File: config.mk
export PLATFORM = sky130hd
export DESIGN_NAME = adc_channel_sequencer
export DESIGN_NICKNAME = d
export VERILOG_FILES = /design/src/pkg/adc_seq_pkg.sv /design/src/hdl/conv_tick_divider.sv /design/src/hdl/offset_corrector.sv /design/src/hdl/adc_channel_sequencer.sv
export SDC_FILE = /design/constraint.sdc
export NUM_CORES = 1
export LEC_CHECK = 0
export BUFFER_PORTS_ARGS = -buffer_cell sky130_fd_sc_hd__clkbuf_2
export CELL_PAD_IN_SITES_DETAIL_PLACEMENT = 1
export CELL_PAD_IN_SITES_GLOBAL_PLACEMENT = 2
export CORE_ASPECT_RATIO = 1.1
export CORE_MARGIN = 3
export CORE_UTILIZATION = 39
export CTS_BUF_LIST = sky130_fd_sc_hd__clkbuf_8
export CTS_CLUSTER_DIAMETER = 40
export DETAILED_ROUTE_END_ITERATION = 10
export HOLD_SLACK_MARGIN = 0.1
export PLACE_DENSITY_LB_ADDON = 0.1
export SYNTH_ARGS = -nofsm -noshare
export SYNTH_HDL_FRONTEND = slang
export SYNTH_SLANG_ARGS = --single-unit
export TNS_END_PERCENT = 30
File: constraint.sdc
create_clock -name ref_clk_i -period 5.2 [get_ports ref_clk_i]
set_clock_uncertainty 0.2 [all_clocks]
set_input_delay 0.26 -clock ref_clk_i [delete_from_list [all_inputs] [get_ports ref_clk_i]]
set_output_delay 0.26 -clock ref_clk_i [all_outputs]
set_load 0.005 [all_outputs]
File: src/pkg/adc_seq_pkg.sv
// Shared constants, register map and state encoding of the converter channel sequencer.
package adc_seq_pkg;

  // Clock rates and the converter clock derived from the internal oscillator.
  localparam int unsigned SYS_CLK_HZ = 50_000_000;
  localparam int unsigned OSC_HZ = 1_228_800;
  localparam int unsigned OSC_DIVIDE = 16;
  localparam int unsigned CONV_CLK_HZ = OSC_HZ / OSC_DIVIDE;
  localparam int unsigned CONV_DIV_CYCLES = SYS_CLK_HZ / CONV_CLK_HZ;
  localparam int unsigned DIV_W = 10;
  localparam int unsigned MIN_CONV_TICKS = 20;

  // Sample rates in Hz.
  localparam int unsigned INTERNAL_RATE_HZ = 2560;
  localparam int unsigned RATE_A_HZ = 640;
  localparam int unsigned RATE_B_HZ = 1280;
  localparam int unsigned RATE_C_HZ = 2560;
  localparam int unsigned RATE_D_HZ = 3840;

  localparam int unsigned TICK_W = 8;

  // Converter clock ticks per slot, never below the least conversion time.
  function automatic logic [TICK_W-1:0] ticks_for(input int unsigned hz);
    int unsigned t;
    t = CONV_CLK_HZ / hz;
    if (t < MIN_CONV_TICKS) begin
      t = MIN_CONV_TICKS;
    end
    return TICK_W'(t);
  endfunction : ticks_for

  localparam logic [TICK_W-1:0] TICKS_INTERNAL = ticks_for(INTERNAL_RATE_HZ);
  localparam logic [TICK_W-1:0] TICKS_RATE_A = ticks_for(RATE_A_HZ);
  localparam logic [TICK_W-1:0] TICKS_RATE_B = ticks_for(RATE_B_HZ);
  localparam logic [TICK_W-1:0] TICKS_RATE_C = ticks_for(RATE_C_HZ);
  localparam logic [TICK_W-1:0] TICKS_RATE_D = ticks_for(RATE_D_HZ);

  localparam logic [1:0] RATE_CODE_A = 2'h0;
  localparam logic [1:0] RATE_CODE_B = 2'h1;
  localparam logic [1:0] RATE_CODE_C = 2'h2;
  localparam logic [1:0] RATE_CODE_D = 2'h3;

  // Widths.
  localparam int unsigned SLOT_W = 4;
  localparam int unsigned DATA_W = 12;
  localparam int unsigned ADDR_W = 8;
  localparam int unsigned REG_W = 16;

  // Slot assignment.
  localparam logic [SLOT_W-1:0] SLOT_OFFSET = 4'h0;
  localparam logic [SLOT_W-1:0] SLOT_EXT0 = 4'h1;
  localparam logic [SLOT_W-1:0] SLOT_EXT1 = 4'h2;
  localparam logic [SLOT_W-1:0] SLOT_TEMP = 4'h3;
  localparam logic [SLOT_W-1:0] SLOT_DIAG_FIRST = 4'h4;
  localparam logic [SLOT_W-1:0] SLOT_DIAG_LAST = 4'h8;

  // Register addresses.
  localparam logic [ADDR_W-1:0] ADDR_SLOT_LIST = 8'h20;
  localparam logic [ADDR_W-1:0] ADDR_ADC_CFG = 8'h21;
  localparam logic [ADDR_W-1:0] ADDR_TRIGGER = 8'h22;
  localparam logic [ADDR_W-1:0] ADDR_GENERAL_FLAGS = 8'h23;
  localparam logic [ADDR_W-1:0] ADDR_EXT0_RESULT = 8'h24;
  localparam logic [ADDR_W-1:0] ADDR_EXT1_RESULT = 8'h25;
  localparam logic [ADDR_W-1:0] ADDR_TEMP_RESULT = 8'h26;
  localparam logic [ADDR_W-1:0] ADDR_DIAG_RESULT = 8'h27;
  localparam logic [ADDR_W-1:0] ADDR_OFFSET_CORR = 8'h28;
  localparam logic [ADDR_W-1:0] ADDR_BYPASS_CONTROL = 8'h2E;

  // Field positions.
  localparam int unsigned FIRST_LSB = 0;
  localparam int unsigned LAST_LSB = 4;
  localparam int unsigned CFG_SINGLE_BIT = 0;
  localparam int unsigned CFG_RATE_LSB = 1;
  localparam int unsigned CFG_SPAN_BIT = 3;
  localparam int unsigned TRIG_GO_BIT = 0;
  localparam int unsigned FLAG_ACTIVE_BIT = 0;
  localparam int unsigned BYP_SKIP_BIT = 0;

  // Reset and fixed values.
  localparam logic [SLOT_W-1:0] FIRST_RST = 4'h0;
  localparam logic [SLOT_W-1:0] LAST_RST = 4'h8;
  localparam logic [1:0] RATE_RST = 2'h2;
  localparam logic [DATA_W-1:0] OFFSET_MIDCODE = 12'h7FF;
  localparam logic [DATA_W-1:0] DATA_ZERO = 12'h000;
  localparam logic [DATA_W-1:0] DATA_MAX = 12'hFFF;
  localparam logic [TICK_W-1:0] TICK_ZERO = 8'h00;
  localparam logic [TICK_W-1:0] TICK_ONE = 8'h01;
  localparam logic [SLOT_W-1:0] SLOT_ONE = 4'h1;

  typedef enum logic [1:0] {
    ST_IDLE = 2'b00,
    ST_LAUNCH = 2'b01,
    ST_SAMPLE = 2'b11
  } seq_state_t;

endpackage : adc_seq_pkg

File: src/hdl/conv_tick_divider.sv
// Divider that marks each converter clock period with a one-cycle enable.
`timescale 1ns/1ps
module conv_tick_divider
  import adc_seq_pkg::*;
(
  input wire logic ref_clk_i,
  input wire logic rst_i,
  output logic tick_o
);

  localparam logic [DIV_W-1:0] DIV_LAST = DIV_W'(CONV_DIV_CYCLES - 1);
  localparam logic [DIV_W-1:0] DIV_ZERO = 10'h000;
  localparam logic [DIV_W-1:0] DIV_ONE = 10'h001;

  logic [DIV_W-1:0] cnt_r;
  logic tick_r;
  wire wrap = (cnt_r == DIV_LAST);

  always_ff @(posedge ref_clk_i or posedge rst_i) begin
    if (rst_i) begin
      cnt_r <= DIV_ZERO;
      tick_r <= 1'b0;
    end else begin
      cnt_r <= wrap ? DIV_ZERO : cnt_r + DIV_ONE;
      tick_r <= wrap;
    end
  end

  assign tick_o = tick_r;

endmodule : conv_tick_divider

File: src/hdl/offset_corrector.sv
// Removes the stored offset correction from a raw conversion, clamped to the code range.
`timescale 1ns/1ps
module offset_corrector
  import adc_seq_pkg::*;
(
  input wire logic [DATA_W-1:0] raw_i,
  input wire logic [DATA_W-1:0] offset_i,
  input wire logic skip_i,
  output logic [DATA_W-1:0] corr_o
);

  // Two guard bits hold the full span of a code minus a signed correction.
  logic signed [DATA_W+1:0] diff;

  assign diff = $signed({2'b00, raw_i}) - $signed({{2{offset_i[DATA_W-1]}}, offset_i});
  assign corr_o = skip_i ? raw_i :
                  diff[DATA_W+1] ? DATA_ZERO :
                  diff[DATA_W] ? DATA_MAX : diff[DATA_W-1:0];

endmodule : offset_corrector

File: src/hdl/adc_channel_sequencer.sv
// Channel sequencer of the diagnostic converter with its configuration and result registers.
// Notes on behaviour
// - Sixteen slots; only slots from first to last field are converted.
// - Single-pass converts first through last once per trigger, then idles.
// - Continuous mode restarts at first slot after last, until stopped.
// - Slot order fixed: offset, two external inputs, temperature, five diagnostics, ground.
// - Equal first and last converts just that slot, else every slot between.
// - Reset leaves first field at 0 and last field at 8.
// - Unused external input 1 reads zero but still takes its slot time.
// - First above last behaves as if last equalled first.
// - Continuous: go=1 starts, go=0 stops after the current slot finishes.
// - Single-pass: go=1 starts one pass; hardware clears go at pass end.
// - Each slot lasts at least 20 converter clocks of oscillator over 16.
// - Internal slots always run at the fixed 2560 Hz rate.
// - External inputs run at 640, 1280, 2560 or 3840 Hz by field.
// - Span bit 0 gives wide span on external inputs, 1 narrow; low supply forces narrow.
// - Under low output-stage supply software cannot select the wide span.
// - Idle until go is written; in single-pass go and active show idle.
// - Result registers keep latest results; reads never disturb conversions.
// - Slot 0 stores 7FFh minus raw result as two's complement correction.
// - Correction is subtracted from conversions unless offset skip is set.
// - External results are 12-bit straight binary codes.
// - Results land at 24h, 25h, 26h and 27h after each conversion.
`timescale 1ns/1ps
module adc_channel_sequencer
  import adc_seq_pkg::*;
(
  input wire logic ref_clk_i,
  input wire logic rst_i,
  input wire logic [ADDR_W-1:0] reg_addr_i,
  input wire logic reg_wr_i,
  input wire logic [REG_W-1:0] reg_wdata_i,
  input wire logic reg_rd_i,
  output logic [REG_W-1:0] reg_rdata_o,
  output logic reg_rvalid_o,
  input wire logic output_stage_low_i,
  input wire logic ext_input1_used_i,
  input wire logic conv_done_i,
  input wire logic [DATA_W-1:0] conv_data_i,
  output logic [SLOT_W-1:0] mux_slot_o,
  output logic conv_start_o,
  output logic conv_span_wide_o,
  output logic conv_active_o
);

  function automatic logic is_ext(input logic [SLOT_W-1:0] s);
    return (s == SLOT_EXT0) || (s == SLOT_EXT1);
  endfunction : is_ext

  // Slot length in converter clocks; internal nodes ignore the rate field.
  function automatic logic [TICK_W-1:0] slot_ticks(input logic [SLOT_W-1:0] s,
                                                   input logic [1:0] rate);
    logic [TICK_W-1:0] t;
    t = TICKS_INTERNAL;
    if (is_ext(s)) begin
      case (rate)
        RATE_CODE_A: t = TICKS_RATE_A;
        RATE_CODE_B: t = TICKS_RATE_B;
        RATE_CODE_C: t = TICKS_RATE_C;
        RATE_CODE_D: t = TICKS_RATE_D;
        default: t = TICKS_INTERNAL;
      endcase
    end
    return t;
  endfunction : slot_ticks

  logic [SLOT_W-1:0] first_r;
  logic [SLOT_W-1:0] last_r;
  logic single_r;
  logic [1:0] rate_r;
  logic span_r;
  logic skip_r;
  logic go_r;
  logic go_nxt;
  seq_state_t state_r;
  seq_state_t state_nxt;
  logic [SLOT_W-1:0] slot_r;
  logic [SLOT_W-1:0] slot_nxt;
  logic [TICK_W-1:0] tick_cnt_r;
  logic [DATA_W-1:0] raw_r;
  logic [DATA_W-1:0] ext0_r;
  logic [DATA_W-1:0] ext1_r;
  logic [DATA_W-1:0] temp_r;
  logic [DATA_W-1:0] diag_r;
  logic [DATA_W-1:0] offset_r;
  logic start_r;
  logic span_wide_r;
  logic active_r;
  logic [REG_W-1:0] rdata_r;
  logic rvalid_r;
  logic conv_tick;
  logic [DATA_W-1:0] corr;

  conv_tick_divider u_div (
    .ref_clk_i(ref_clk_i),
    .rst_i(rst_i),
    .tick_o(conv_tick)
  );

  offset_corrector u_corr (
    .raw_i(raw_r),
    .offset_i(offset_r),
    .skip_i(skip_r),
    .corr_o(corr)
  );

  // Register write decode.
  wire wr_list = reg_wr_i && (reg_addr_i == ADDR_SLOT_LIST);
  wire wr_cfg = reg_wr_i && (reg_addr_i == ADDR_ADC_CFG);
  wire wr_trig = reg_wr_i && (reg_addr_i == ADDR_TRIGGER);
  wire wr_byp = reg_wr_i && (reg_addr_i == ADDR_BYPASS_CONTROL);
  wire go_wr_val = reg_wdata_i[TRIG_GO_BIT];

  wire [SLOT_W-1:0] eff_last = (last_r < first_r) ? first_r : last_r;
  wire [TICK_W-1:0] slot_len = slot_ticks(slot_r, rate_r);
  wire in_sample = (state_r == ST_SAMPLE);
  wire slot_end = in_sample && conv_tick && (tick_cnt_r == slot_len - TICK_ONE);
  wire at_last = (slot_r == eff_last);
  wire pass_clear = slot_end && at_last && single_r;
  wire busy = (state_r != ST_IDLE);

  // A zero written during a single pass is ignored so go keeps showing the pass.
  wire go_wr_take = wr_trig && (go_wr_val || !(single_r && busy));
  // Software write is applied over the hardware clear, so a set in that cycle survives.
  assign go_nxt = go_wr_take ? go_wr_val : (pass_clear ? 1'b0 : go_r);

  // Sequencing of slots.
  always_comb begin
    state_nxt = state_r;
    slot_nxt = slot_r;
    case (state_r)
      ST_IDLE: begin
        if (go_r) begin
          state_nxt = ST_LAUNCH;
          slot_nxt = first_r;
        end
      end
      ST_LAUNCH: begin
        state_nxt = ST_SAMPLE;
      end
      ST_SAMPLE: begin
        if (slot_end) begin
          if (at_last) begin
            if (single_r || !go_r) begin
              state_nxt = ST_IDLE;
            end else begin
              state_nxt = ST_LAUNCH;
              slot_nxt = first_r;
            end
          end else if (!single_r && !go_r) begin
            state_nxt = ST_IDLE;
          end else begin
            state_nxt = ST_LAUNCH;
            slot_nxt = slot_r + SLOT_ONE;
          end
        end
      end
      default: begin
        state_nxt = ST_IDLE;
      end
    endcase
  end

  // Span control: the wide span is only ever offered to an external input.
  wire span_wr_val = reg_wdata_i[CFG_SPAN_BIT] | output_stage_low_i;
  wire span_wide_nxt = !span_r && !output_stage_low_i && is_ext(slot_nxt);

  // Result commit at the close of each slot.
  wire commit = slot_end;
  wire [DATA_W-1:0] ext1_val = ext_input1_used_i ? corr : DATA_ZERO;
  wire [DATA_W-1:0] offset_val = OFFSET_MIDCODE - raw_r;
  wire is_diag = (slot_r >= SLOT_DIAG_FIRST) && (slot_r <= SLOT_DIAG_LAST);

  // Read mux; the read path touches no sequencing state.
  wire [REG_W-1:0] rd_word =
    (reg_addr_i == ADDR_SLOT_LIST) ? {8'h00, last_r, first_r} :
    (reg_addr_i == ADDR_ADC_CFG) ? {12'h000, span_r, rate_r, single_r} :
    (reg_addr_i == ADDR_TRIGGER) ? {15'h0000, go_r} :
    (reg_addr_i == ADDR_GENERAL_FLAGS) ? {15'h0000, active_r} :
    (reg_addr_i == ADDR_EXT0_RESULT) ? {4'h0, ext0_r} :
    (reg_addr_i == ADDR_EXT1_RESULT) ? {4'h0, ext1_r} :
    (reg_addr_i == ADDR_TEMP_RESULT) ? {4'h0, temp_r} :
    (reg_addr_i == ADDR_DIAG_RESULT) ? {4'h0, diag_r} :
    (reg_addr_i == ADDR_OFFSET_CORR) ? {4'h0, offset_r} :
    (reg_addr_i == ADDR_BYPASS_CONTROL) ? {15'h0000, skip_r} : 16'h0000;

  always_ff @(posedge ref_clk_i or posedge rst_i) begin
    if (rst_i) begin
      first_r <= FIRST_RST;
      last_r <= LAST_RST;
      single_r <= 1'b0;
      rate_r <= RATE_RST;
      span_r <= 1'b0;
      skip_r <= 1'b0;
    end else begin
      if (wr_list) begin
        first_r <= reg_wdata_i[FIRST_LSB +: SLOT_W];
        last_r <= reg_wdata_i[LAST_LSB +: SLOT_W];
      end
      if (wr_cfg) begin
        single_r <= reg_wdata_i[CFG_SINGLE_BIT];
        rate_r <= reg_wdata_i[CFG_RATE_LSB +: 2];
        span_r <= span_wr_val;
      end
      if (wr_byp) begin
        skip_r <= reg_wdata_i[BYP_SKIP_BIT];
      end
    end
  end

  always_ff @(posedge ref_clk_i or posedge rst_i) begin
    if (rst_i) begin
      go_r <= 1'b0;
      state_r <= ST_IDLE;
      slot_r <= SLOT_OFFSET;
      tick_cnt_r <= TICK_ZERO;
      start_r <= 1'b0;
      span_wide_r <= 1'b0;
      active_r <= 1'b0;
    end else begin
      go_r <= go_nxt;
      state_r <= state_nxt;
      slot_r <= slot_nxt;
      if (state_r == ST_LAUNCH) begin
        tick_cnt_r <= TICK_ZERO;
      end else if (in_sample && conv_tick) begin
        tick_cnt_r <= tick_cnt_r + TICK_ONE;
      end
      start_r <= (state_nxt == ST_LAUNCH);
      span_wide_r <= span_wide_nxt;
      active_r <= (state_nxt != ST_IDLE);
    end
  end

  always_ff @(posedge ref_clk_i or posedge rst_i) begin
    if (rst_i) begin
      raw_r <= DATA_ZERO;
      ext0_r <= DATA_ZERO;
      ext1_r <= DATA_ZERO;
      temp_r <= DATA_ZERO;
      diag_r <= DATA_ZERO;
      offset_r <= DATA_ZERO;
    end else begin
      if (in_sample && conv_done_i) begin
        raw_r <= conv_data_i;
      end
      if (commit) begin
        if (slot_r == SLOT_OFFSET) begin
          offset_r <= offset_val;
        end
        if (slot_r == SLOT_EXT0) begin
          ext0_r <= corr;
        end
        if (slot_r == SLOT_EXT1) begin
          ext1_r <= ext1_val;
        end
        if (slot_r == SLOT_TEMP) begin
          temp_r <= corr;
        end
        if (is_diag) begin
          diag_r <= corr;
        end
      end
    end
  end

  always_ff @(posedge ref_clk_i or posedge rst_i) begin
    if (rst_i) begin
      rdata_r <= 16'h0000;
      rvalid_r <= 1'b0;
    end else begin
      rvalid_r <= reg_rd_i;
      if (reg_rd_i) begin
        rdata_r <= rd_word;
      end
    end
  end

  assign reg_rdata_o = rdata_r;
  assign reg_rvalid_o = rvalid_r;
  assign mux_slot_o = slot_r;
  assign conv_start_o = start_r;
  assign conv_span_wide_o = span_wide_r;
  assign conv_active_o = active_r;

  // Helper count of cycles since the last conversion launch, for the timing check.
  localparam int MIN_GAP = (MIN_CONV_TICKS - 1) * CONV_DIV_CYCLES;
  logic [15:0] since_start_r;
  always_ff @(posedge ref_clk_i or posedge rst_i) begin
    if (rst_i) begin
      since_start_r <= 16'hFFFF;
    end else if (start_r) begin
      since_start_r <= 16'h0001;
    end else if (since_start_r != 16'hFFFF) begin
      since_start_r <= since_start_r + 16'h0001;
    end
  end

  chk_slot_range: assert property (@(posedge ref_clk_i) disable iff (rst_i)
    conv_start_o |-> (mux_slot_o >= first_r) && (mux_slot_o <= eff_last))
    else $error("slot launched outside the selected range");

  chk_single_clear: assert property (@(posedge ref_clk_i) disable iff (rst_i)
    (pass_clear && !wr_trig) |=> !go_r && state_r == ST_IDLE ##1 !conv_active_o)
    else $error("single pass did not clear go and return to idle");

  chk_auto_wrap: assert property (@(posedge ref_clk_i) disable iff (rst_i)
    (slot_end && at_last && !single_r && go_r) |=> conv_start_o && mux_slot_o == first_r)
    else $error("continuous pass did not restart at the first slot");

  chk_stop_finish: assert property (@(posedge ref_clk_i) disable iff (rst_i)
    (in_sample && !slot_end && $fell(go_r)) |=> in_sample && $stable(slot_r))
    else $error("stop request cut the current slot short");

  chk_min_time: assert property (@(posedge ref_clk_i) disable iff (rst_i)
    (conv_start_o && since_start_r != 16'hFFFF) |-> since_start_r > MIN_GAP)
    else $error("slot shorter than the least conversion time");

  chk_ext1_zero: assert property (@(posedge ref_clk_i) disable iff (rst_i)
    (commit && slot_r == SLOT_EXT1 && !ext_input1_used_i) |=> ext1_r == DATA_ZERO)
    else $error("unused external input 1 result not zero");

  chk_offset_calc: assert property (@(posedge ref_clk_i) disable iff (rst_i)
    (commit && slot_r == SLOT_OFFSET) |=> offset_r == OFFSET_MIDCODE - $past(raw_r))
    else $error("offset correction not midcode minus raw");

  chk_span_narrow: assert property (@(posedge ref_clk_i) disable iff (rst_i)
    ($past(output_stage_low_i) || $past(span_r)) |-> !conv_span_wide_o)
    else $error("wide span offered while narrow is required");

  chk_span_block: assert property (@(posedge ref_clk_i) disable iff (rst_i)
    (wr_cfg && output_stage_low_i) |=> span_r)
    else $error("wide span accepted under low supply");

  chk_idle_start: assert property (@(posedge ref_clk_i) disable iff (rst_i)
    (state_r == ST_IDLE && !go_r) |=> !conv_start_o && !conv_active_o)
    else $error("sequencer left idle without go");

  chk_active_trig: assert property (@(posedge ref_clk_i) disable iff (rst_i)
    (state_r == ST_IDLE && go_r) |=> conv_active_o && conv_start_o)
    else $error("active flag or launch missing after trigger");

endmodule : adc_channel_sequencer

After elaboration in Yosys (flattened, before gate mapping)
Index checks and enable logic that the tools add are counted.

cells by class
  $add $sub $neg = 6
  $lt $le $gt $ge = 3
  equality and inequality tests = 24
  muxes and demuxes = 34
  bitwise operators = 1
  reductions and logical operators = 36

operators by type and width
  cell                    number
  $mux 12                 13
  $eq 8x6->1 const B      10
  $pmux 8 s4              1
  $mux 4                  6
  $mux 8                  3
  $logic_and 1x1->1       15
  $sub 13x12->14          1
  $eq 4x2->1 const B      3
  $sub 11x12->12 const A  1
  $add 10x1->10 const B   1
  $eq 10x10->1 const B    1
  $mux 10                 1
  $reduce_and 2->1        5
  $add 8x1->8 const B     1
  $eq 4x1->1 const B      2
  $eq 8x8->1              1
  $pmux 4 s2              1
  $reduce_bool 2->1       4
  $sub 8x1->8 const B     1
  $eq 2x1->1 const B      3
  $eq 2x2->1 const B      3
  $mux 2                  3
  $pmux 2 s3              1
  $logic_not 1->1         5
  10 further kinds        18

word-level totals
  bits in registers = 131
  input port bits = 43
  output and inout port bits = 24
  word-level logic and storage cells = 127

Depth between registers and ports, before layout
  depth after elaboration = 11
  gate-level depth with buffers = 16
  depth with buffers taken out = 14

By module
From an unflattened synthesis, not the netlist that was laid out.

second synthesis, totals
  cells, all modules = 742
  area, all modules = 7,348.3 um2

modules (own cells, without submodules)
  module                 instances  cells an instance  area an instance (um2)  seq. area each (um2)
  adc_channel_sequencer  1          563                5,875.6                 2,905.3
  offset_corrector       1          131                919.6                   0.0
  conv_tick_divider      1          48                 553.0                   275.3

Worst setup path after synthesis
No wires, ideal clock.

  path kind = register to register
  from = reg slot_r[0] (netlist: mux_slot_o[0])
  to = reg diag_r[3]
  library setup time = 0.125 ns
  arrival time = 3.393 ns
  data required time = 4.875 ns
  slack = 1.483 ns
  stages on the path, launching flop included = 15
  path buffers = 2
  period minus slack after synthesis = 3.717 ns
  cell sequence = dfrtp_1 -> clkbuf_1 -> inv_1 -> ha_1 -> or2_1 -> nand2_1 -> nor2_1 -> ha_1 -> xnor2_1 -> nor3b_1 -> nand4_1 -> or4_4 -> a21oi_1 -> buf_2 -> mux2_2

between the ends
  longest elaborated chain between the ends = 7
  elaborated cells between the ends (all ways) = 11
  those cells by class = 1 x add/sub; 2 x order compare; 3 x eq/ne; 1 x mux; 4 x reduce/logical

ends and longest elaborated chain
  item                                      RTL line                      RTL
  start: declaration                        adc_channel_sequencer.sv:77   logic [SLOT_W-1:0] slot_r;
  start signal: assignment                  adc_channel_sequencer.sv:223  slot_r <= slot_nxt;
  $eq 4x1->1 or $eq 4x2->1 (tied branches)  adc_channel_sequencer.sv:47   return (s == SLOT_EXT0) || (s == SLOT_EXT1);
  $logic_or 1x1->1                          adc_channel_sequencer.sv:47
  $mux 8                                    adc_channel_sequencer.sv:55   if (is_ext(s)) begin
  $sub 8x1->8                               adc_channel_sequencer.sv:117  wire slot_end = in_sample && conv_tick && (tick_cnt_r == slot_len - TICK_ONE);
  $eq 8x8->1                                adc_channel_sequencer.sv:117
  $logic_and 1x1->1                         adc_channel_sequencer.sv:117
  $reduce_and 2->1 (no source line) *       --
  end signal: assignment                    adc_channel_sequencer.sv:261  diag_r <= corr;
  end: declaration                          adc_channel_sequencer.sv:84   logic [DATA_W-1:0] diag_r;

Every way passes the cells marked *; elsewhere a longest branch is shown, timed or not.
A chain may end at the register's enable or synchronous reset.

Final worst setup path
  from = reg slot_r[1] (netlist: mux_slot_o[1])
  to = reg offset_r[3]

between the ends
  longest elaborated chain between the ends = 7
  elaborated cells between the ends (all ways) = 9
  those cells by class = 1 x add/sub; 3 x eq/ne; 1 x mux; 4 x reduce/logical

ends and longest elaborated chain
  item                                      RTL line                      RTL
  $eq 4x1->1 or $eq 4x2->1 (tied branches)  adc_channel_sequencer.sv:47
  $logic_or 1x1->1                          adc_channel_sequencer.sv:47
  $mux 8                                    adc_channel_sequencer.sv:55
  $sub 8x1->8                               adc_channel_sequencer.sv:117
  $eq 8x8->1                                adc_channel_sequencer.sv:117
  $logic_and 1x1->1                         adc_channel_sequencer.sv:117
  $reduce_and 2->1 (no source line) *       --
  end signal: assignment                    adc_channel_sequencer.sv:249  offset_r <= offset_val;
  end: declaration                          adc_channel_sequencer.sv:85   logic [DATA_W-1:0] offset_r;

Marked as above.

==> out/metrics.yaml <==
status: "finished, final reports clean"
tightest_slew_ns: 1.18
io_pins: 67
wire_per_inst_um: 18.7
die_width_um: 135
relSlewSlack: 0.200
num_antenna_cells: 0
start_util: 0.400
fin_crit_sh: 0.843
holdPathStages: 4
worstPathCellList: "inv_1, ha_1, or2_1, nand2_1, nor2_1, ha_1, xnor2_1, nor3b_1, nand4_1, or4_4, nor2_4, nand2_1, nand2_1, o21ai_1"
cp-end-kind: "flop"
hold_start: "reg_wr_i"
hold_violations: 0
dieArea_um2: 19900
finalMaxSlewViolations: 0
cts_buffers: 17
worst-path-buf-inv: 1
drive_above_1_share: 0.163
cts.reportedPaths.clkPinSlew_ns: 0.08
clock_latency_ns: 0.45
crit_family: "simple AND/OR/NAND/NOR gates"
avgSynthCellArea_um2: 9.48
reg2reg_to: "offset_r[3]"
grt_util_all_layers: 0.208
grt_pass1_wl_um: 33100
ff2ff_path_depth: 14
cp_data_arrival_time_ns: 4.49
area_growth_pct: 16.3
antenna_violating_nets_post_route: 0
postPlaceCellArea_um2: 7580
root_buffer: "clkbuf_8"
regToRegSetupSlack_ns: 0.82
crit_top_cell: "nand2_1"
htree_levels: 4
peakVddDrop_uv: 184
cp_slowest_stage_delay_ns: 0.57
crit_slowest_cell: "or4_4"
grt_max_degree: 74
path_class: "reg -> reg"
die_h_um: 148
vias: 5939
synthTopCellsByArea: "dfrtp_1 44%, ha_1 4.9%, mux2_2 4.7%"
cts_sinks: 127
p_leak_nw: 3.72
synth_seq_cells: 127
required_ns: 5.30
yosysTopAreaCellShare: 0.440
rr_startpoint: "mux_slot_o[1]"
ys_seq_area_frac: 0.447
dr.pass1.iters: 4
syn_inst: 751
antenna_found_initial: 0
yosys.cell_types.count: 71
clockBufferDepth: 2
hold_path_end: "skip_r"
grt-ovfl-total: 0
numPortBuffers: 54
yosysTopAreaCell: "dfrtp_1"
num_rows: 51
viasPerCell: 5.53
fin_nets: 895
wl_um: 20100
drc: 0
dp_hpwl_um: 14600
fillers: 2068
cts_tree: "done"
p_per_area_nw_per_um2: 399
critPathMaxFanout: 24
cp-start-kind: "flop"
setup_viol: 0
synthFlopType: "dfrtp_1"
drtIter0Drc: 227
fin_tns_setup_ns: 0
synth_edf_count: 0
cap_violations: 0
ys_async_sr_fraction: 1.00
ys.warnings.count: 0
grt_pass1_vias: 6245
fin_crit_ns: 4.38
hold_class: "in -> reg"
core_area_um2: 17800
grt_setup_unrepaired: "no"
synth_area_um2: 7120
fmax_mhz: 228
design_area_um2: 8280
gp_routability_congestion: 0.843
flip-flops by register name (all words and copies together) (netlist names), 2 cells and up:
signal / cells
diag_r: 12
ext0_r: 12
ext1_r: 12
first_r: 4
last_r: 4
mux_slot_o: 4
offset_r: 12
rate_r: 2
raw_r: 12
reg_rdata_o: 12
state_r: 2
temp_r: 12
tick_cnt_r: 8
u_div.cnt_r: 10
tightest hold or removal path: stages:
cell and delay (ns):
clkbuf_2 0.11, nand4b_1 0.09, nor2_1 0.06, mux2_2 0.21
power by group:
| part | switching (mW) | internal, mW |
|---|---|---|
| registers | 0.0914 | 1.06 |
| logic | 0.726 | 0.448 |
| clock network | 0.405 | 0.570 |
| total | 1.22 | 2.08 |
metal layers:
layer	part of all wire	vias to the layer above	wire [um]	GRT usage
met3	0.036	32	732	0.0337
met2	0.48	116	9640	0.346
met5	0	-	0	0
met4	0.026	0	517	0.0794
met1	0.46	2961	9210	0.274
li1	-	2830	-	-
synth_stat cells (all sizes together), types with 5 or more instances:
library cell,n
dfrtp,125
mux2,36
o21ai,63
xor2,9
xnor2,15
a222oi,6
o31ai,5
nor2b,15
nor4b,5
ha,28
a21oi,50
nor3,9
nand2b,11
nor2,79
and3,11
inv,41
clkbuf,18
buf,15
a22oi,9
o211ai,6
o22ai,9
nand3,15
a21boi,5
o21a,5
mux2i,6
a31oi,8
mux4,5
nand2,73
layout make-up:
cell class / count / area, um2 / share of cell area
multi-input cells: 553 / 3640 / 0.440
flip-flops and latches: 127 / 3180 / 0.384
repair buffers: 83 / 548 / 0.0662
well taps: 238 / 298 / 0.0360
clock buffers: 21 / 289 / 0.0349
clock inverters: 11 / 163 / 0.0197
inverters: 41 / 156 / 0.0189
per-stage QoR:
step | util | hold slack [ns] | setup slack, ns | std cells | total power [mW]
after floorplan | - | 0.0914 | 1.36 | 754 | 1.97
after global placement | 0.426 | 0.256 | 0.987 | 1018 | 2.29
after detailed placement | 0.426 | 0.275 | 0.845 | 1018 | 2.34
after CTS | 0.465 | 0.104 | 0.800 | 1074 | 3.34
after global routing | 0.465 | 0.126 | 0.454 | 1074 | 3.54
final | 0.465 | 0.121 | 0.816 | 1074 | 3.30
worst max-delay path by stage:
stage / end / from / cells past startpoint / slack [ns]
3_5_place_dp: offset_r[3] / mux_slot_o[1] / 14 / 0.84
2_1_floorplan: conv_active_o / rst_i / 1 / 1.36
3_3_place_gp: offset_r[0] / mux_slot_o[1] / 14 / 0.99
5_1_grt: offset_r[3] / mux_slot_o[1] / 14 / 0.45
4_1_cts: offset_r[3] / mux_slot_o[1] / 14 / 0.80
6_report: offset_r[3] / mux_slot_o[1] / 14 / 0.82
timing repair:
action                                 4_1_cts  5_1_grt
endpoints found under the hold margin      106        0
buffers inserted                             0        0
hold buffers                                24        0
gates resized for setup                      0        0
layout by cell type (no fill, tap or decap), types with 11 or more instances in the layout:
master,count
dfrtp_1,125
nor2_1,78
nand2_1,71
clkbuf_2,54
a21oi_1,50
inv_1,42
o21ai_0,33
o21ai_1,30
mux2_2,30
ha_1,28
dlygate4sd3_1,24
clkbuf_8,21
nor2b_1,15
xnor2_1,15
nand3_1,15
and3_1,11
nand2b_1,11
cell families after synthesis:
kind of cell,share of synthesized area
muxes,0.0812
AOI/OAI and AO/OA,0.180
and+or+nand+nor,0.166
adders and majority gates,0.0520
DFF,0.447
other,0.000527
buffers and inverters,0.0431
xor gates and xnor gates,0.0295
No activity file was read; power rests on OpenSTA's default activity.
